<file path="src/include/svr_consts.svh">
`ifndef SVR_CONSTS_SVH
`define SVR_CONSTS_SVH

// Reference levels count in steps of 12.5 mV; level 0 is off
`define SVR_LVL_W 7
`define SVR_LVL_ZERO 7'h00
`define SVR_LVL_TOP 7'h7c
`define SVR_CODE_OFF 7'h7c

// Boot strap levels: 1.1, 1.0, 0.9, 0.8 V
`define SVR_BOOT_00 7'h58
`define SVR_BOOT_01 7'h50
`define SVR_BOOT_10 7'h48
`define SVR_BOOT_11 7'h40

// Fixed strap levels: 1.4, 1.2, 1.0, 0.8 V
`define SVR_FIX_00 7'h70
`define SVR_FIX_01 7'h60
`define SVR_FIX_10 7'h50
`define SVR_FIX_11 7'h40

// Slew timing
`define SVR_CLK_PERIOD_NS 10
`define SVR_STEP_UV 12500
`define SVR_SLEW_UV_PER_US 3250
`define SVR_SLEW_CYCLES ((`SVR_STEP_UV * 1000 + \
    `SVR_SLEW_UV_PER_US * `SVR_CLK_PERIOD_NS - 1) / \
    (`SVR_SLEW_UV_PER_US * `SVR_CLK_PERIOD_NS))

// Soft-start defaults in cycles: 2 ms interval, 15 us per step
`define SVR_SS_TOTAL_DEFAULT 200000
`define SVR_SS_STEP_DEFAULT 1500

// Counter widths
`define SVR_DWELL_W 16
`define SVR_SS_W 20

// Serial frame: core select, northbridge select, 7 code bits
`define SVR_FRAME_BITS 4'h9
`define SVR_FRAME_W 9
`define SVR_CNT_W 4
`define SVR_FR_CORE 8
`define SVR_FR_NB 7

// Synchroniser bit positions
`define SVR_SYNC_W 7
`define SVR_SY_CLK 0
`define SVR_SY_DAT 1
`define SVR_SY_EN 2
`define SVR_SY_FIX 3
`define SVR_SY_SEL 4
`define SVR_SY_POK 5
`define SVR_SY_REG 6

`endif

</file>
<file path="src/include/svr_pkg.sv">
`include "svr_consts.svh"

package svr_pkg;

    typedef enum logic [1:0] {
        SVR_IDLE,
        SVR_SOFTSTART,
        SVR_RUN,
        SVR_SHUTDOWN
    } svr_state_e;

    typedef struct packed {
        logic [`SVR_SYNC_W-1:0] meta;
        logic [`SVR_SYNC_W-1:0] stable;
    } svr_sync_s;

    typedef struct packed {
        svr_state_e state;
        logic en_d;
        logic parallel_vid_mode;
        logic pgood;
        logic [`SVR_LVL_W-1:0] hold;
        logic [`SVR_LVL_W-1:0] tgt_core;
        logic [`SVR_LVL_W-1:0] tgt_nb;
        logic [`SVR_LVL_W-1:0] ref_core;
        logic [`SVR_LVL_W-1:0] ref_nb;
        logic [`SVR_DWELL_W-1:0] dwell;
        logic [`SVR_SS_W-1:0] ss_cnt;
        logic clk_d;
        logic dat_d;
        logic rx_on;
        logic [`SVR_FRAME_W-1:0] rx_sh;
        logic [`SVR_CNT_W-1:0] rx_cnt;
    } svr_state_s;

endpackage

</file>
<file path="src/hdl/svr_sync.sv">
`timescale 1ns/1ps
`default_nettype none

module svr_sync
    import svr_pkg::*;
(
    input wire logic sys_clk_in,
    input wire logic nrst_in,
    input wire logic [`SVR_SYNC_W-1:0] async_in,
    output logic [`SVR_SYNC_W-1:0] sync_out
);

    svr_sync_s s;
    svr_sync_s next_s;

    // First stage feeds only the second stage
    always_comb begin
        next_s.meta = async_in;
        next_s.stable = s.meta;
    end

    always_ff @(posedge sys_clk_in) begin
        if (!nrst_in) begin
            s <= '0;
        end else begin
            s <= next_s;
        end
    end

    assign sync_out = s.stable;

endmodule // svr_sync

`default_nettype wire

</file>
<file path="src/hdl/svr_ctrl.sv">
// Function
// - Fixed-enable low: pins decode boot levels
// - Enable rise latches boot level as target
// - Soft-start steps both references together, core only in parallel mode
// - Power-good rises when soft-start completes
// - Enable fall drops power-good, ramps down
// - Fixed-enable high: pins decode fixed levels
// - Fixed mode tracks strap pins unless serial link is monitored
// - Fixed mode soft-starts, then power-good
// - Monitor serial link while running with power-ok high, outside parallel mode
// - Command selects planes and 7-bit code
// - Code maps 1.55 V minus steps; top four off
// - Core plane off keeps power-good high
// - Power-ok low returns to held boot level
// - Power-ok high again waits for command
// - Power-good loss ramps both planes down
// - Enable rise latches mode-select pin
// - Targets after soft-start reached by 3.25 mV/us slew
`timescale 1ns/1ps
`default_nettype none

module svr_ctrl
    import svr_pkg::*;
#(
    parameter int unsigned SS_TOTAL_CYCLES = `SVR_SS_TOTAL_DEFAULT,
    parameter int unsigned SS_STEP_CYCLES = `SVR_SS_STEP_DEFAULT
) (
    input wire logic sys_clk_in,
    input wire logic nrst_in,
    input wire logic serial_vid_clock_pin_in,
    input wire logic serial_vid_data_pin_in,
    input wire logic enable_in,
    input wire logic fixed_vid_enable_in,
    input wire logic mode_select_pin_in,
    input wire logic processor_power_ok_in,
    input wire logic planes_in_regulation_in,
    output logic [`SVR_LVL_W-1:0] core_plane_ref_out,
    output logic [`SVR_LVL_W-1:0] northbridge_plane_ref_out,
    output logic planes_power_good_out,
    output logic parallel_vid_mode_out,
    output logic soft_start_active_out
);

    localparam logic [`SVR_DWELL_W-1:0] SLEW_LIM =
        `SVR_DWELL_W'(`SVR_SLEW_CYCLES - 1);
    localparam logic [`SVR_DWELL_W-1:0] SS_LIM =
        `SVR_DWELL_W'(SS_STEP_CYCLES - 1);
    localparam logic [`SVR_SS_W-1:0] SS_END =
        `SVR_SS_W'(SS_TOTAL_CYCLES);

    logic [`SVR_SYNC_W-1:0] pins;
    svr_state_s s;
    svr_state_s next_s;

    logic svc;
    logic serial_vid_data_pin;
    logic en;
    logic fix_en;
    logic mode_sel;
    logic pok;
    logic in_reg;
    logic en_rise;
    logic step;
    logic frame_ok;
    logic frame_start;
    logic frame_stop;
    logic [`SVR_LVL_W-1:0] strap_lvl;
    logic [`SVR_LVL_W-1:0] cmd_lvl;
    logic [`SVR_DWELL_W-1:0] dwell_lim;

    // Strap pins and the link both come from the board's clock domain
    svr_sync u_sync (
        .sys_clk_in(sys_clk_in),
        .nrst_in(nrst_in),
        .async_in({planes_in_regulation_in, processor_power_ok_in,
                   mode_select_pin_in, fixed_vid_enable_in, enable_in,
                   serial_vid_data_pin_in, serial_vid_clock_pin_in}),
        .sync_out(pins)
    );

    assign svc = pins[`SVR_SY_CLK];
    assign serial_vid_data_pin = pins[`SVR_SY_DAT];
    assign en = pins[`SVR_SY_EN];
    assign fix_en = pins[`SVR_SY_FIX];
    assign mode_sel = pins[`SVR_SY_SEL];
    assign pok = pins[`SVR_SY_POK];
    assign in_reg = pins[`SVR_SY_REG];

    // Strap decode, boot table or fixed table
    function automatic logic [`SVR_LVL_W-1:0] strap_decode(
        input logic fixed,
        input logic c,
        input logic d
    );
        logic [`SVR_LVL_W-1:0] lvl;
        lvl = `SVR_LVL_ZERO;
        if (fixed) begin
            case ({c, d})
                2'h0: lvl = `SVR_FIX_00;
                2'h1: lvl = `SVR_FIX_01;
                2'h2: lvl = `SVR_FIX_10;
                default: lvl = `SVR_FIX_11;
            endcase
        end else begin
            case ({c, d})
                2'h0: lvl = `SVR_BOOT_00;
                2'h1: lvl = `SVR_BOOT_01;
                2'h2: lvl = `SVR_BOOT_10;
                default: lvl = `SVR_BOOT_11;
            endcase
        end
        return lvl;
    endfunction

    // One level toward the target per step pulse
    function automatic logic [`SVR_LVL_W-1:0] step_toward(
        input logic [`SVR_LVL_W-1:0] cur,
        input logic [`SVR_LVL_W-1:0] tgt
    );
        logic [`SVR_LVL_W-1:0] res;
        res = cur;
        if (cur < tgt) begin
            res = cur + `SVR_LVL_W'(1);
        end else if (cur > tgt) begin
            res = cur - `SVR_LVL_W'(1);
        end
        return res;
    endfunction

    // Data edge while the link clock stays high marks a frame boundary
    function automatic logic link_start(
        input logic c_now,
        input logic c_was,
        input logic d_now,
        input logic d_was
    );
        return c_now && c_was && !d_now && d_was;
    endfunction

    function automatic logic link_stop(
        input logic c_now,
        input logic c_was,
        input logic d_now,
        input logic d_was
    );
        return c_now && c_was && d_now && !d_was;
    endfunction

    assign strap_lvl = strap_decode(fix_en, svc, serial_vid_data_pin);

    // 1.55 V at code 0, 12.5 mV less per code, top four codes off
    assign cmd_lvl = (s.rx_sh[`SVR_LVL_W-1:0] >= `SVR_CODE_OFF) ?
        `SVR_LVL_ZERO : `SVR_LVL_TOP - s.rx_sh[`SVR_LVL_W-1:0];

    assign en_rise = en && !s.en_d;
    assign frame_start = link_start(svc, s.clk_d, serial_vid_data_pin, s.dat_d);
    assign frame_stop = link_stop(svc, s.clk_d, serial_vid_data_pin, s.dat_d);
    // Nine bits, or nine bits and the spacer pulse before the stop
    assign frame_ok = s.rx_on && frame_stop &&
        (s.rx_cnt == `SVR_FRAME_BITS ||
         s.rx_cnt == `SVR_FRAME_BITS + `SVR_CNT_W'(1));

    // Soft-start uses its own dwell, every later move the slew rate
    assign dwell_lim = (s.state == SVR_SOFTSTART) ? SS_LIM : SLEW_LIM;

    always_comb begin
        next_s = s;
        step = 1'b0;
        next_s.en_d = en;
        next_s.clk_d = svc;
        next_s.dat_d = serial_vid_data_pin;

        if (s.dwell >= dwell_lim) begin
            next_s.dwell = '0;
            step = 1'b1;
        end else begin
            next_s.dwell = s.dwell + `SVR_DWELL_W'(1);
        end

        case (s.state)
            SVR_IDLE: begin
                next_s.pgood = 1'b0;
                next_s.rx_on = 1'b0;
                next_s.tgt_core = `SVR_LVL_ZERO;
                next_s.tgt_nb = `SVR_LVL_ZERO;
                if (en_rise) begin
                    next_s.parallel_vid_mode = mode_sel;
                    next_s.hold = strap_lvl;
                    next_s.tgt_core = strap_lvl;
                    // Northbridge regulator is idle in parallel mode
                    next_s.tgt_nb = mode_sel ? `SVR_LVL_ZERO : strap_lvl;
                    next_s.ss_cnt = '0;
                    next_s.dwell = '0;
                    next_s.state = SVR_SOFTSTART;
                end
            end
            SVR_SOFTSTART: begin
                if (!en) begin
                    next_s.state = SVR_IDLE;
                end else begin
                    if (fix_en) begin
                        next_s.tgt_core = strap_lvl;
                        next_s.tgt_nb = s.parallel_vid_mode ? `SVR_LVL_ZERO : strap_lvl;
                    end
                    if (s.ss_cnt < SS_END) begin
                        next_s.ss_cnt = s.ss_cnt + `SVR_SS_W'(1);
                    end else if (s.ref_core == s.tgt_core &&
                                 s.ref_nb == s.tgt_nb && in_reg) begin
                        next_s.pgood = 1'b1;
                        next_s.state = SVR_RUN;
                    end
                end
            end
            SVR_RUN: begin
                if (!en) begin
                    next_s.pgood = 1'b0;
                    next_s.state = SVR_IDLE;
                end else if (!in_reg) begin
                    // Loss of regulation ends the run until enable cycles
                    next_s.pgood = 1'b0;
                    next_s.rx_on = 1'b0;
                    next_s.state = SVR_SHUTDOWN;
                end else if (!pok || s.parallel_vid_mode) begin
                    next_s.rx_on = 1'b0;
                    if (fix_en) begin
                        next_s.tgt_core = strap_lvl;
                        next_s.tgt_nb = s.parallel_vid_mode ? `SVR_LVL_ZERO : strap_lvl;
                    end else begin
                        // Held value only, the pins are not reread
                        next_s.tgt_core = s.hold;
                        next_s.tgt_nb = s.parallel_vid_mode ? `SVR_LVL_ZERO : s.hold;
                    end
                end else begin
                    // Targets stay put until a full frame arrives
                    if (frame_start) begin
                        next_s.rx_on = 1'b1;
                        next_s.rx_cnt = '0;
                        next_s.rx_sh = '0;
                    end else if (frame_ok) begin
                        next_s.rx_on = 1'b0;
                        if (s.rx_sh[`SVR_FR_CORE]) begin
                            next_s.tgt_core = cmd_lvl;
                        end
                        if (s.rx_sh[`SVR_FR_NB]) begin
                            next_s.tgt_nb = cmd_lvl;
                        end
                    end else if (s.rx_on && svc && !s.clk_d) begin
                        if (s.rx_cnt < `SVR_FRAME_BITS) begin
                            next_s.rx_sh = {s.rx_sh[`SVR_FRAME_W-2:0], serial_vid_data_pin};
                            next_s.rx_cnt = s.rx_cnt + `SVR_CNT_W'(1);
                        end else if (s.rx_cnt == `SVR_FRAME_BITS) begin
                            // Spacer lets data drop after a last bit of one
                            next_s.rx_cnt = s.rx_cnt + `SVR_CNT_W'(1);
                        end else begin
                            // Overlong frame is thrown away
                            next_s.rx_on = 1'b0;
                        end
                    end else if (s.rx_on && frame_stop) begin
                        // Short frame ends without effect
                        next_s.rx_on = 1'b0;
                    end
                end
            end
            SVR_SHUTDOWN: begin
                next_s.pgood = 1'b0;
                next_s.tgt_core = `SVR_LVL_ZERO;
                next_s.tgt_nb = `SVR_LVL_ZERO;
                if (!en) begin
                    next_s.state = SVR_IDLE;
                end
            end
            default: begin
                next_s.state = SVR_IDLE;
            end
        endcase

        // Both planes move on the same pulse, never jumping
        if (step) begin
            next_s.ref_core = step_toward(s.ref_core, s.tgt_core);
            next_s.ref_nb = step_toward(s.ref_nb, s.tgt_nb);
        end
    end

    always_ff @(posedge sys_clk_in) begin
        if (!nrst_in) begin
            s <= '0;
        end else begin
            s <= next_s;
        end
    end

    assign core_plane_ref_out = s.ref_core;
    assign northbridge_plane_ref_out = s.ref_nb;
    assign planes_power_good_out = s.pgood;
    assign parallel_vid_mode_out = s.parallel_vid_mode;
    assign soft_start_active_out = (s.state == SVR_SOFTSTART);

endmodule // svr_ctrl

`default_nettype wire

</file>
<file path="config.mk">
export PLATFORM = sky130hd
export DESIGN_NAME = svr_ctrl
export DESIGN_NICKNAME = d
export VERILOG_FILES = /design/src/include/svr_pkg.sv /design/src/hdl/svr_sync.sv /design/src/hdl/svr_ctrl.sv
export VERILOG_INCLUDE_DIRS = /design/src /design/src/include
export SDC_FILE = /design/constraint.sdc
export NUM_CORES = 1
export LEC_CHECK = 0
export ABC_AREA = 0
export BUFFER_PORTS_ARGS = -buffer_cell sky130_fd_sc_hd__buf_2
export CAP_MARGIN = 20
export CORE_ASPECT_RATIO = 1.1
export CORE_MARGIN = 2
export CORE_UTILIZATION = 42
export CTS_BUF_LIST = sky130_fd_sc_hd__clkbuf_16
export DETAILED_ROUTE_END_ITERATION = 8
export PLACE_DENSITY_LB_ADDON = 0.12
export SYNTH_ARGS = -nofsm -noshare
export SYNTH_HDL_FRONTEND = slang
export SYNTH_SLANG_ARGS = --single-unit
</file>
<file path="constraint.sdc">
create_clock -name sys_clk_in -period 3 [get_ports sys_clk_in]
set_input_delay 0.3 -clock sys_clk_in [delete_from_list [all_inputs] [get_ports sys_clk_in]]
set_output_delay 0.3 -clock sys_clk_in [all_outputs]
set_load 0.01 [all_outputs]
</file>
==> out/metrics.yaml, run 1 <==
timing.rr.start: "core_plane_ref_out[4]$_SDFFE_PN0P_"
crit_type: "reg2reg"
min_path_type: "in2reg"
die_height_um: 122
synth_edf_count: 0
crit_arrival_ns: 3.12
cts_buffer_depth: 2
fin_hold_ws_ns: 0.150
drt-initial-drc-count: 210
drt_wl_total_mm: 11.0
postSynthRegisterBits: 103
worstHoldStart: "planes_in_regulation_in"
cp-start-kind: "flop"
hpwl_mm: 8.09
netlist_top_cells_area: "dfxtp_1 39%, ha_1 8.4%, nor2_1 5.5%"
vias: 4201
avgSynthCellArea_um2: 8.50
diodes: 0
initial_core_util_pct: 42.7
yosys_most_used_dff: "dfxtp_1"
final_core_util_pct: 46.8
regToRegSetupSlack_ns: 0.13
peakVddDrop_mv: 0.693
cap_violations: 0
yosys-top-cells-count: "103 x dfxtp_1, 79 x nor2_1, 48 x a21oi_1"
synth_warnings: 0
drv_slew: 0
worstPathCellList: "ha_1 > a211oi_1 > nor2_1 > or3_4 > fa_1 > a211oi_1 > o21bai_1 > a21oi_1 > xnor2_1 > a21oi_1 > o21a_1"
crit_fanout: 5
hold_violations: 0
rsz0062_at_grt: "false"
ys_seq_area_share_pct: 38.6
p_sw_uw: 1590
p_comb_share_pct: 42.3
p_int_uw: 2990
worst_pin_slew_ns: 0.705
syn_inst: 629
clk_pin_slew_ns: 0.07
cts_tree: "yes"
relSlewSlack_pct: 53.0
yosysTopAreaCellShare_pct: 38.6
cts_made_buffers: 9
crit_path_start: "core_plane_ref_out[4]$_SDFFE_PN0P_"
core.rowCount: 43
p_per_area_nw_per_um2: 782
max_freq_ghz: 0.349
core_area_um2: 12500
pwr-share-seq_pct: 34.4
clk_latency_ns: 0.35
routedWlPerCell_um: 13.7
drt_first_pass_iters: 4
postRouteAntennaNets: 0
dieArea_um2: 13700
drc_errors: 0
fin_crit_ns: 2.87
slowest_delay_ns: 0.43
cp-end-kind: "flop"
p_leak_uw: 0.00230
fin_nets: 690
htree_levels: 3
final_layout_size_suffix_gt1_share_pct: 10.5
grt_first_pass_wirelength_mm: 18.6
numPortBuffers: 25
switching_share_pct: 34.7
grt_pass1_vias: 3949
track_usage_pct: 16.8
syn-cell-area_um2: 5350
period_share_pct: 95.5
yosysMostFrequentCell: "dfxtp_1"
vias_per_cell: 5.22
clkPwrFrac_pct: 23.4
status: "complete, no violations"
dieWidth_um: 112
cts_sinks: 103
skew_ns: 0.00918
routabilityCongestion: 0.894
cts-root-buf: "clkbuf_16"
slowest_stage: "fa_1"
required_ns: 3.25
yosysTopAreaCell: "dfxtp_1"
finalSetupViolations: 0
grt_max_degree: 38
antenna_found_initial: 0
grt_overflow: 0
tns_ns: 0
ys_types: 64
crit_family: "compound AO/OA/AOI/OAI gates"
worst-path-buf-inv: 0
syn_to_final_growth_pct: 9.66
ys_async_sr_fraction_pct: 0
io_pins: 26
cts_hold_buf: 0
-- through the flow --
stage / cell area (um^2) / setup WS, ns / power (uW) / cells
3_3_place_gp: 5570 / 0.140 / 3430 / 789
5_1_grt: 5860 / 0.0102 / 4960 / 805
3_5_place_dp: 5570 / 0.104 / 3490 / 789
6_report: 5860 / 0.134 / 4590 / 805
4_1_cts: 5840 / 0.0781 / 4570 / 805
2_1_floorplan: 5360 / 0.246 / 3180 / 632
-- kinds of logic after synthesis --
kind of cell,after synthesis,synth area share (%)
AND/OR/NAND/NOR,242,23.0
AO/OA/AOI/OAI,119,13.7
flip-flops,103,38.6
buffers and inverters,71,6.13
adder cells (fa/ha/maj),38,9.17
XOR/XNOR,36,5.90
multiplexers,19,3.56
other,1,0.0701
-- repair_timing --
item                                    4_1_cts  5_1_grt
gates resized for setup                       0        7
endpoints found under the setup margin        0        2
buffers inserted                              0        0
-- routing by layer --
metal / vias up / global-route usage [%] / routed length, um
met4: 0 / 7.18 / 202
met5: - / 0 / 0
li1: 2197 / - / -
met3: 10 / 3.31 / 277
met1: 1957 / 21.9 / 5500
met2: 37 / 27.5 / 5040
-- final timing paths --
kind                                                      endpoint  cells past startpoint
worst max-delay path            core_plane_ref_out[6]$_SDFFE_PN0P_                     11
worst min-delay path                   u_sync.next_s[6]$_SDFF_PN0_                      2
worst max register to register  core_plane_ref_out[6]$_SDFFE_PN0P_                     11
worst min register to register       u_sync.sync_out[3]$_SDFF_PN0_                      1
-- state kept, by name, indices dropped and copies added (netlist names) --
signal and cells:
core_plane_ref_out 7, northbridge_plane_ref_out 7, parallel_vid_mode_out 1, planes_power_good_out 1, s 73, u_sync.next_s 7, u_sync.sync_out 7
-- power groups by stage --
stage / registers (uW) / clock network, uW / logic [uW]
after global routing: 1600 / 1160 / 2200
after detailed placement: 1610 / 0 / 1870
after floorplan: 1590 / 0 / 1590
final: 1580 / 1070 / 1940
after CTS: 1580 / 1100 / 1890
after global placement: 1610 / 0 / 1830
-- cell type report --
cell class              instances  area [um^2]
multi-input cells             458         2990
clock buffers                   9          225
flip-flops and latches        103         2060
well taps                     157          196
repair buffers                 38          223
clock inverters                 7         41.3
fillers                      1239         6670
inverters                      33          124
-- placed cells by master, fill, tap and decap left out, types with 2 or more instances in the layout --
master	n
xor2_1	7
nand4_1	14
o21a_1	6
a21o_1	2
a31oi_1	5
nand2_1	42
clkinv_2	2
inv_1	33
nor2_1	79
and2_1	19
nand2b_1	4
and3_1	9
or3_4	2
nor3b_1	5
xnor2_1	29
dfxtp_1	103
or3_1	2
a21oi_2	2
conb_1	4
fa_1	2
o21ai_1	2
or2_2	3
nor2b_1	4
clkbuf_16	9
nor3_1	10
nor4_1	6
nand3_1	25
o21bai_1	3
nand3b_1	5
ha_1	36
buf_2	25
a211oi_1	5
o21ai_0	24
or4_1	3
a211oi_2	3
a21oi_1	48
o211ai_1	3
mux2i_1	19
clkinvlp_4	2
buf_4	13
No activity file was read; power rests on OpenSTA's default activity.
==> inputs of run 2 (changes only) <==
--- a/config.mk
+++ b/config.mk
@@ -8,13 +8,14 @@
 export LEC_CHECK = 0
 export ABC_AREA = 0
 export BUFFER_PORTS_ARGS = -buffer_cell sky130_fd_sc_hd__buf_2
-export CAP_MARGIN = 20
+export CAP_MARGIN = 40
 export CORE_ASPECT_RATIO = 1.1
 export CORE_MARGIN = 2
-export CORE_UTILIZATION = 42
+export CORE_UTILIZATION = 45
 export CTS_BUF_LIST = sky130_fd_sc_hd__clkbuf_16
 export DETAILED_ROUTE_END_ITERATION = 8
 export PLACE_DENSITY_LB_ADDON = 0.12
 export SYNTH_ARGS = -nofsm -noshare
 export SYNTH_HDL_FRONTEND = slang
+export SYNTH_HIERARCHICAL = 1
 export SYNTH_SLANG_ARGS = --single-unit
==> out/metrics.yaml, run 2 <==
status: "complete, no violations"
cts-root-buf: "clkbuf_16"
min_path_type: "in2reg"
postSynthRegisterBits: 103
p_int_uw: 3120
drt_first_pass_iters: 5
clk_latency_ns: 0.35
grt_overflow: 0
peakVddDrop_mv: 0.532
period_share_pct: 92.3
cp-end-kind: "flop"
crit_type: "reg2reg"
n_fill_cell: 1132
regMostFlops: "s"
whs_endpoint: "u_sync/next_s[0]$_SDFF_PN0_"
io_pins: 26
switching_share_pct: 33.7
regToRegSetupSlack_ns: 0.23
diodes: 0
numPortBuffers: 25
hold_violations: 0
track_usage_pct: 19.1
yosysTopAreaCell: "dfxtp_1"
yosysMostFrequentCell: "dfxtp_1"
synth_edf_count: 0
worst_pin_slew_ns: 0.707
core.rowCount: 41
p_leak_uw: 0.00235
finalSetupViolations: 0
required_ns: 3.24
reg2regPathDepth: 11
stdcell_area_um2: 5960
synth_warnings: 6
relSlewSlack_pct: 52.9
skew_ns: 0.00802
cp-start-kind: "flop"
min_path_cells: 2
p_sw_uw: 1580
netlist_top_cells_area: "dfxtp_1 38%, ha_1 8.4%, nor2_1 5.7%"
grt_max_degree: 35
crit_fanout: 5
clkPwrFrac_pct: 26.2
largest_reg_flops: 73
final_common_cell: "dfxtp_1"
hpwl_mm: 8.44
drv_slew: 0
cts_tree: "yes"
post_cts_buffers: 0
mostFrequentLayoutCells: "103 x dfxtp_1, 82 x nor2_1, 53 x nand2_1, 53 x a21oi_1, 36 x ha_1"
syn_inst: 636
fin_hold_ws_ns: 0.157
crit_arrival_ns: 3.01
avgSynthCellArea_um2: 8.45
rsz0062_at_grt: "false"
grt_pass1_vias: 4233
p_per_area_nw_per_um2: 790
vias: 4414
dieWidth_um: 108
routabilityCongestion: 0.900
cap_violations: 0
clk_pin_slew_ns: 0.07
pwr-share-seq_pct: 33.9
ys_seq_area_share_pct: 38.4
yosys_most_used_dff: "dfxtp_1"
worstHoldStart: "serial_vid_clock_pin_in"
die_height_um: 119
r2r-end: "core_plane_ref_out[6]$_SDFFE_PN0P_"
drt_wl_total_mm: 11.8
drt-initial-drc-count: 234
fin_nets: 704
fin_crit_ns: 2.77
htree_levels: 3
initial_core_util_pct: 46.6
yosysTopAreaCellShare_pct: 38.4
drc_errors: 0
multi_input_area_um2: 3030
syn-cell-area_um2: 5380
tns_ns: 0
antenna_found_initial: 0
core_area_um2: 11500
cts_made_buffers: 9
ys_async_sr_fraction_pct: 0
timing.rr.start: "core_plane_ref_out[4]$_SDFFE_PN0P_"
p_comb_share_pct: 39.9
cts_sinks: 103
dieArea_um2: 12800
vias_per_cell: 5.44
yosys-top-cells-count: "103 x dfxtp_1, 82 x nor2_1, 53 x a21oi_1, 53 x nand2_1, 36 x ha_1"
final_layout_size_suffix_gt1_share_pct: 11.3
ys_types: 61
max_freq_ghz: 0.361
placed_area_um2: 5640
cts_buffer_depth: 2
postRouteAntennaNets: 0
grt_first_pass_wirelength_mm: 19.8
ff_latch_area_um2: 2060
routedWlPerCell_um: 14.5
syn_to_final_growth_pct: 10.8
run 2: cell count changes after synthesis, sizes merged, moves of 5 or more:
cell	delta
a21oi	+5
inv	-7
mux2i	-5
nand2	+11
nand3	-9
nand4	+6
nor3	+10
run 2: logic make-up after synthesis:
group | count (synthesis) | share of synthesized area, %
buffers and inverters | 62 | 5.59
adder cells (fa/ha/maj) | 38 | 9.12
multiplexers | 15 | 2.82
AO/OA/AOI/OAI | 123 | 13.9
XOR/XNOR | 39 | 6.35
flip-flops | 103 | 38.4
AND/OR/NAND/NOR | 255 | 23.7
other | 1 | 0.0698
run 2: what timing repair did:
action                                  in CTS  in global routing
hold buffers                                 0                  0
endpoints found under the setup margin       0                  1
gates resized for setup                      0                  1
hold endpoints to repair                     0                  0
run 2: metrics by stage:
step | power (uW) | instances | setup WS, ns | utilization [%]
floorplan | 3170 | 639 | 0.259 | -
global placement | 3440 | 795 | 0.222 | 48.8
detailed placement | 3490 | 796 | 0.157 | 48.9
CTS | 4740 | 812 | 0.144 | 51.6
global route | 5060 | 812 | 0.0299 | 51.6
finish | 4710 | 812 | 0.230 | 51.6
run 2: worst max path at each step:
stage,start,endpoint,slack [ns],cells past startpoint
after global placement,core_plane_ref_out[4]$_SDFFE_PN0P_,core_plane_ref_out[6]$_SDFFE_PN0P_,0.22,11
after CTS,core_plane_ref_out[4]$_SDFFE_PN0P_,core_plane_ref_out[6]$_SDFFE_PN0P_,0.14,11
final,core_plane_ref_out[4]$_SDFFE_PN0P_,core_plane_ref_out[6]$_SDFFE_PN0P_,0.23,11
after global routing,s[77]$_SDFFE_PN0P_,core_plane_ref_out[6]$_SDFFE_PN0P_,0.03,12
after floorplan,core_plane_ref_out[4]$_SDFFE_PN0P_,core_plane_ref_out[6]$_SDFFE_PN0P_,0.26,12
after detailed placement,core_plane_ref_out[4]$_SDFFE_PN0P_,core_plane_ref_out[6]$_SDFFE_PN0P_,0.16,11
run 2: power groups by stage:
| stage | Clock (uW) | Sequential [uW] | Combinational, uW |
|---|---|---|---|
| floorplan | 0 | 1590 | 1590 |
| global placement | 0 | 1620 | 1820 |
| detailed placement | 0 | 1630 | 1860 |
| CTS | 1270 | 1600 | 1880 |
| global route | 1320 | 1610 | 2130 |
| finish | 1230 | 1590 | 1880 |
run 2: critical path, stage by stage, from the launching register on:
cell	delay, ns
dfxtp_1	0.34
ha_1	0.32
a211oi_1	0.24
nor2_1	0.07
or3_4	0.37
fa_1	0.44
a211oi_1	0.24
o21bai_1	0.10
a21oi_1	0.19
xnor2_1	0.14
nand2_1	0.08
mux2i_1	0.14
run 2: final cells by class:
| type | instances | area share, % |
|---|---|---|
| sequential | 103 | 34.6 |
| clock buffer | 9 | 3.78 |
| multi-input combinational | 474 | 50.9 |
| clock inverter | 7 | 1.43 |
| inverter | 27 | 1.70 |
| timing repair buffer | 42 | 4.45 |
| tap | 150 | 3.15 |
run 2: metal layers:
layer  GRT usage [%]  vias to the layer above  wire, um  part of all wire [%]
li1                -                     2242         -                     -
met1            25.5                     2088      5820                    49
met2            30.4                       72      5370                    46
met3            3.64                       12       413                   3.5
met4            7.05                        0       160                   1.4
met5               0                        -         0                     0
==> inputs of run 3 (changes only) <==
--- a/config.mk
+++ b/config.mk
@@ -14,6 +14,7 @@
 export CORE_UTILIZATION = 45
 export CTS_BUF_LIST = sky130_fd_sc_hd__clkbuf_16
 export DETAILED_ROUTE_END_ITERATION = 8
+export MAX_ROUTING_LAYER = met4
 export PLACE_DENSITY_LB_ADDON = 0.12
 export SYNTH_ARGS = -nofsm -noshare
 export SYNTH_HDL_FRONTEND = slang
==> out/metrics.yaml, run 3 (same netlist as run 2, synthesis figures left out) <==
status: "complete, no violations"
cp-start-kind: "flop"
vias: 4383
syn_to_final_growth_pct: 10.4
cts_made_buffers: 9
hold_violations: 0
regMostFlops: "s"
n_fill_cell: 1112
grt_overflow: 0
worstPathCellList: "ha_1 > a211oi_1 > nor2_1 > or3_1 > fa_1 > a211oi_2 > o21bai_1 > a21oi_1 > xnor2_1 > nand2_1 > mux2i_1"
drv_slew: 0
grt_first_pass_wirelength_mm: 19.6
initial_core_util_pct: 46.6
fin_crit_ns: 2.81
period_share_pct: 93.6
vias_per_cell: 5.40
dieWidth_um: 108
cap_violations: 0
fin_nets: 704
final_core_util_pct: 51.4
multi_input_area_um2: 3030
drt_first_pass_iters: 4
min_path_cells: 2
dieArea_um2: 12800
reg2regPathDepth: 11
final_common_cell: "dfxtp_1"
min_path_type: "in2reg"
largest_reg_flops: 73
tns_ns: 0
drt-initial-drc-count: 250
cp-end-kind: "flop"
p_leak_uw: 0.00234
core.rowCount: 41
p_per_area_nw_per_um2: 783
mostFrequentLayoutCells: "103 x dfxtp_1, 82 x nor2_1, 53 x nand2_1, 53 x a21oi_1, 36 x ha_1"
htree_levels: 3
core_area_um2: 11500
cts_sinks: 103
cts_buffer_depth: 2
worst_pin_slew_ns: 0.716
ff_latch_area_um2: 2060
cts_tree: "yes"
grt_pass1_vias: 4137
timing.rr.start: "core_plane_ref_out[4]$_SDFFE_PN0P_"
crit_arrival_ns: 3.05
finalSetupViolations: 0
peakVddDrop_mv: 0.513
setup_ws_ns: 0.192
placed_area_um2: 5640
antenna_found_initial: 0
hpwl_mm: 8.48
drt_wl_total_mm: 11.6
routedWlPerCell_um: 14.3
cts-root-buf: "clkbuf_16"
stdcell_area_um2: 5930
track_usage_pct: 19.6
clk_pin_slew_ns: 0.07
final_layout_size_suffix_gt1_share_pct: 11.5
routabilityCongestion: 0.905
required_ns: 3.24
grt_max_degree: 35
crit_type: "reg2reg"
die_height_um: 119
postRouteAntennaNets: 0
crit_fanout: 5
slowest_delay_ns: 0.47
cts_hold_buf: 0
clk_latency_ns: 0.35
slowest_stage: "fa_1"
io_pins: 26
diodes: 0
relSlewSlack_pct: 52.2
drc_errors: 0
rsz0062_at_grt: "false"
max_freq_ghz: 0.356
worstHoldStart: "serial_vid_data_pin_in"
place_ws_ns: 0.192
numPortBuffers: 25
skew_ns: 0.00755
crit_path_start: "core_plane_ref_out[4]$_SDFFE_PN0P_"
-- run 3: critical path, delay by kind of cell, from the launching register on --
family / cells / cell delay (ns)
AND/OR/NAND/NOR: 3 / 0.55
multiplexers: 1 / 0.14
adder cells (fa/ha/maj): 2 / 0.79
XOR/XNOR: 1 / 0.13
flip-flops: 1 / 0.35
AO/OA/AOI/OAI: 4 / 0.75
-- run 3: where the power goes --
| part | switching [uW] | internal, uW |
|---|---|---|
| clock | 519 | 641 |
| sequential | 116 | 1480 |
| combinational | 975 | 919 |
| total | 1610 | 3040 |
-- run 3: stage by stage --
step	cells	hold slack, ns	power, uW
floorplan	639	0.426	3170
global placement	795	0.431	3440
detailed placement	796	0.432	3480
CTS	811	0.146	4660
global route	811	0.147	4960
finish	811	0.155	4650
-- run 3: path summary, 6_finish.rpt --
check / slack [ns] / end
worst max-delay path: 0.19 / core_plane_ref_out[6]$_SDFFE_PN0P_
worst min-delay path: 0.15 / u_sync/next_s[1]$_SDFF_PN0_
worst max register to register: 0.19 / core_plane_ref_out[6]$_SDFFE_PN0P_
worst min register to register: 0.45 / u_sync/sync_out[2]$_SDFF_PN0_
-- run 3: layout make-up --
class | instances | share of cell area (%)
well taps | 150 | 3.16
inverters | 27 | 1.71
multi-input cells | 474 | 51.1
clock buffers | 9 | 3.80
clock inverters | 6 | 1.03
flip-flops and latches | 103 | 34.8
repair buffers | 42 | 4.47
-- run 3: what timing repair did --
item	4_1_cts	5_1_grt
buffers inserted	0	0
resized for setup	0	2
endpoints found under the setup margin	0	1
-- run 3: layer usage --
layer | share of wire (%) | track usage [%] | up-vias
met5 | 0 | - | -
met3 | 4.1 | 3.31 | 19
met1 | 48 | 25.8 | 2039
met2 | 45 | 29.8 | 83
met4 | 2.1 | 7.69 | 0
li1 | - | - | 2242
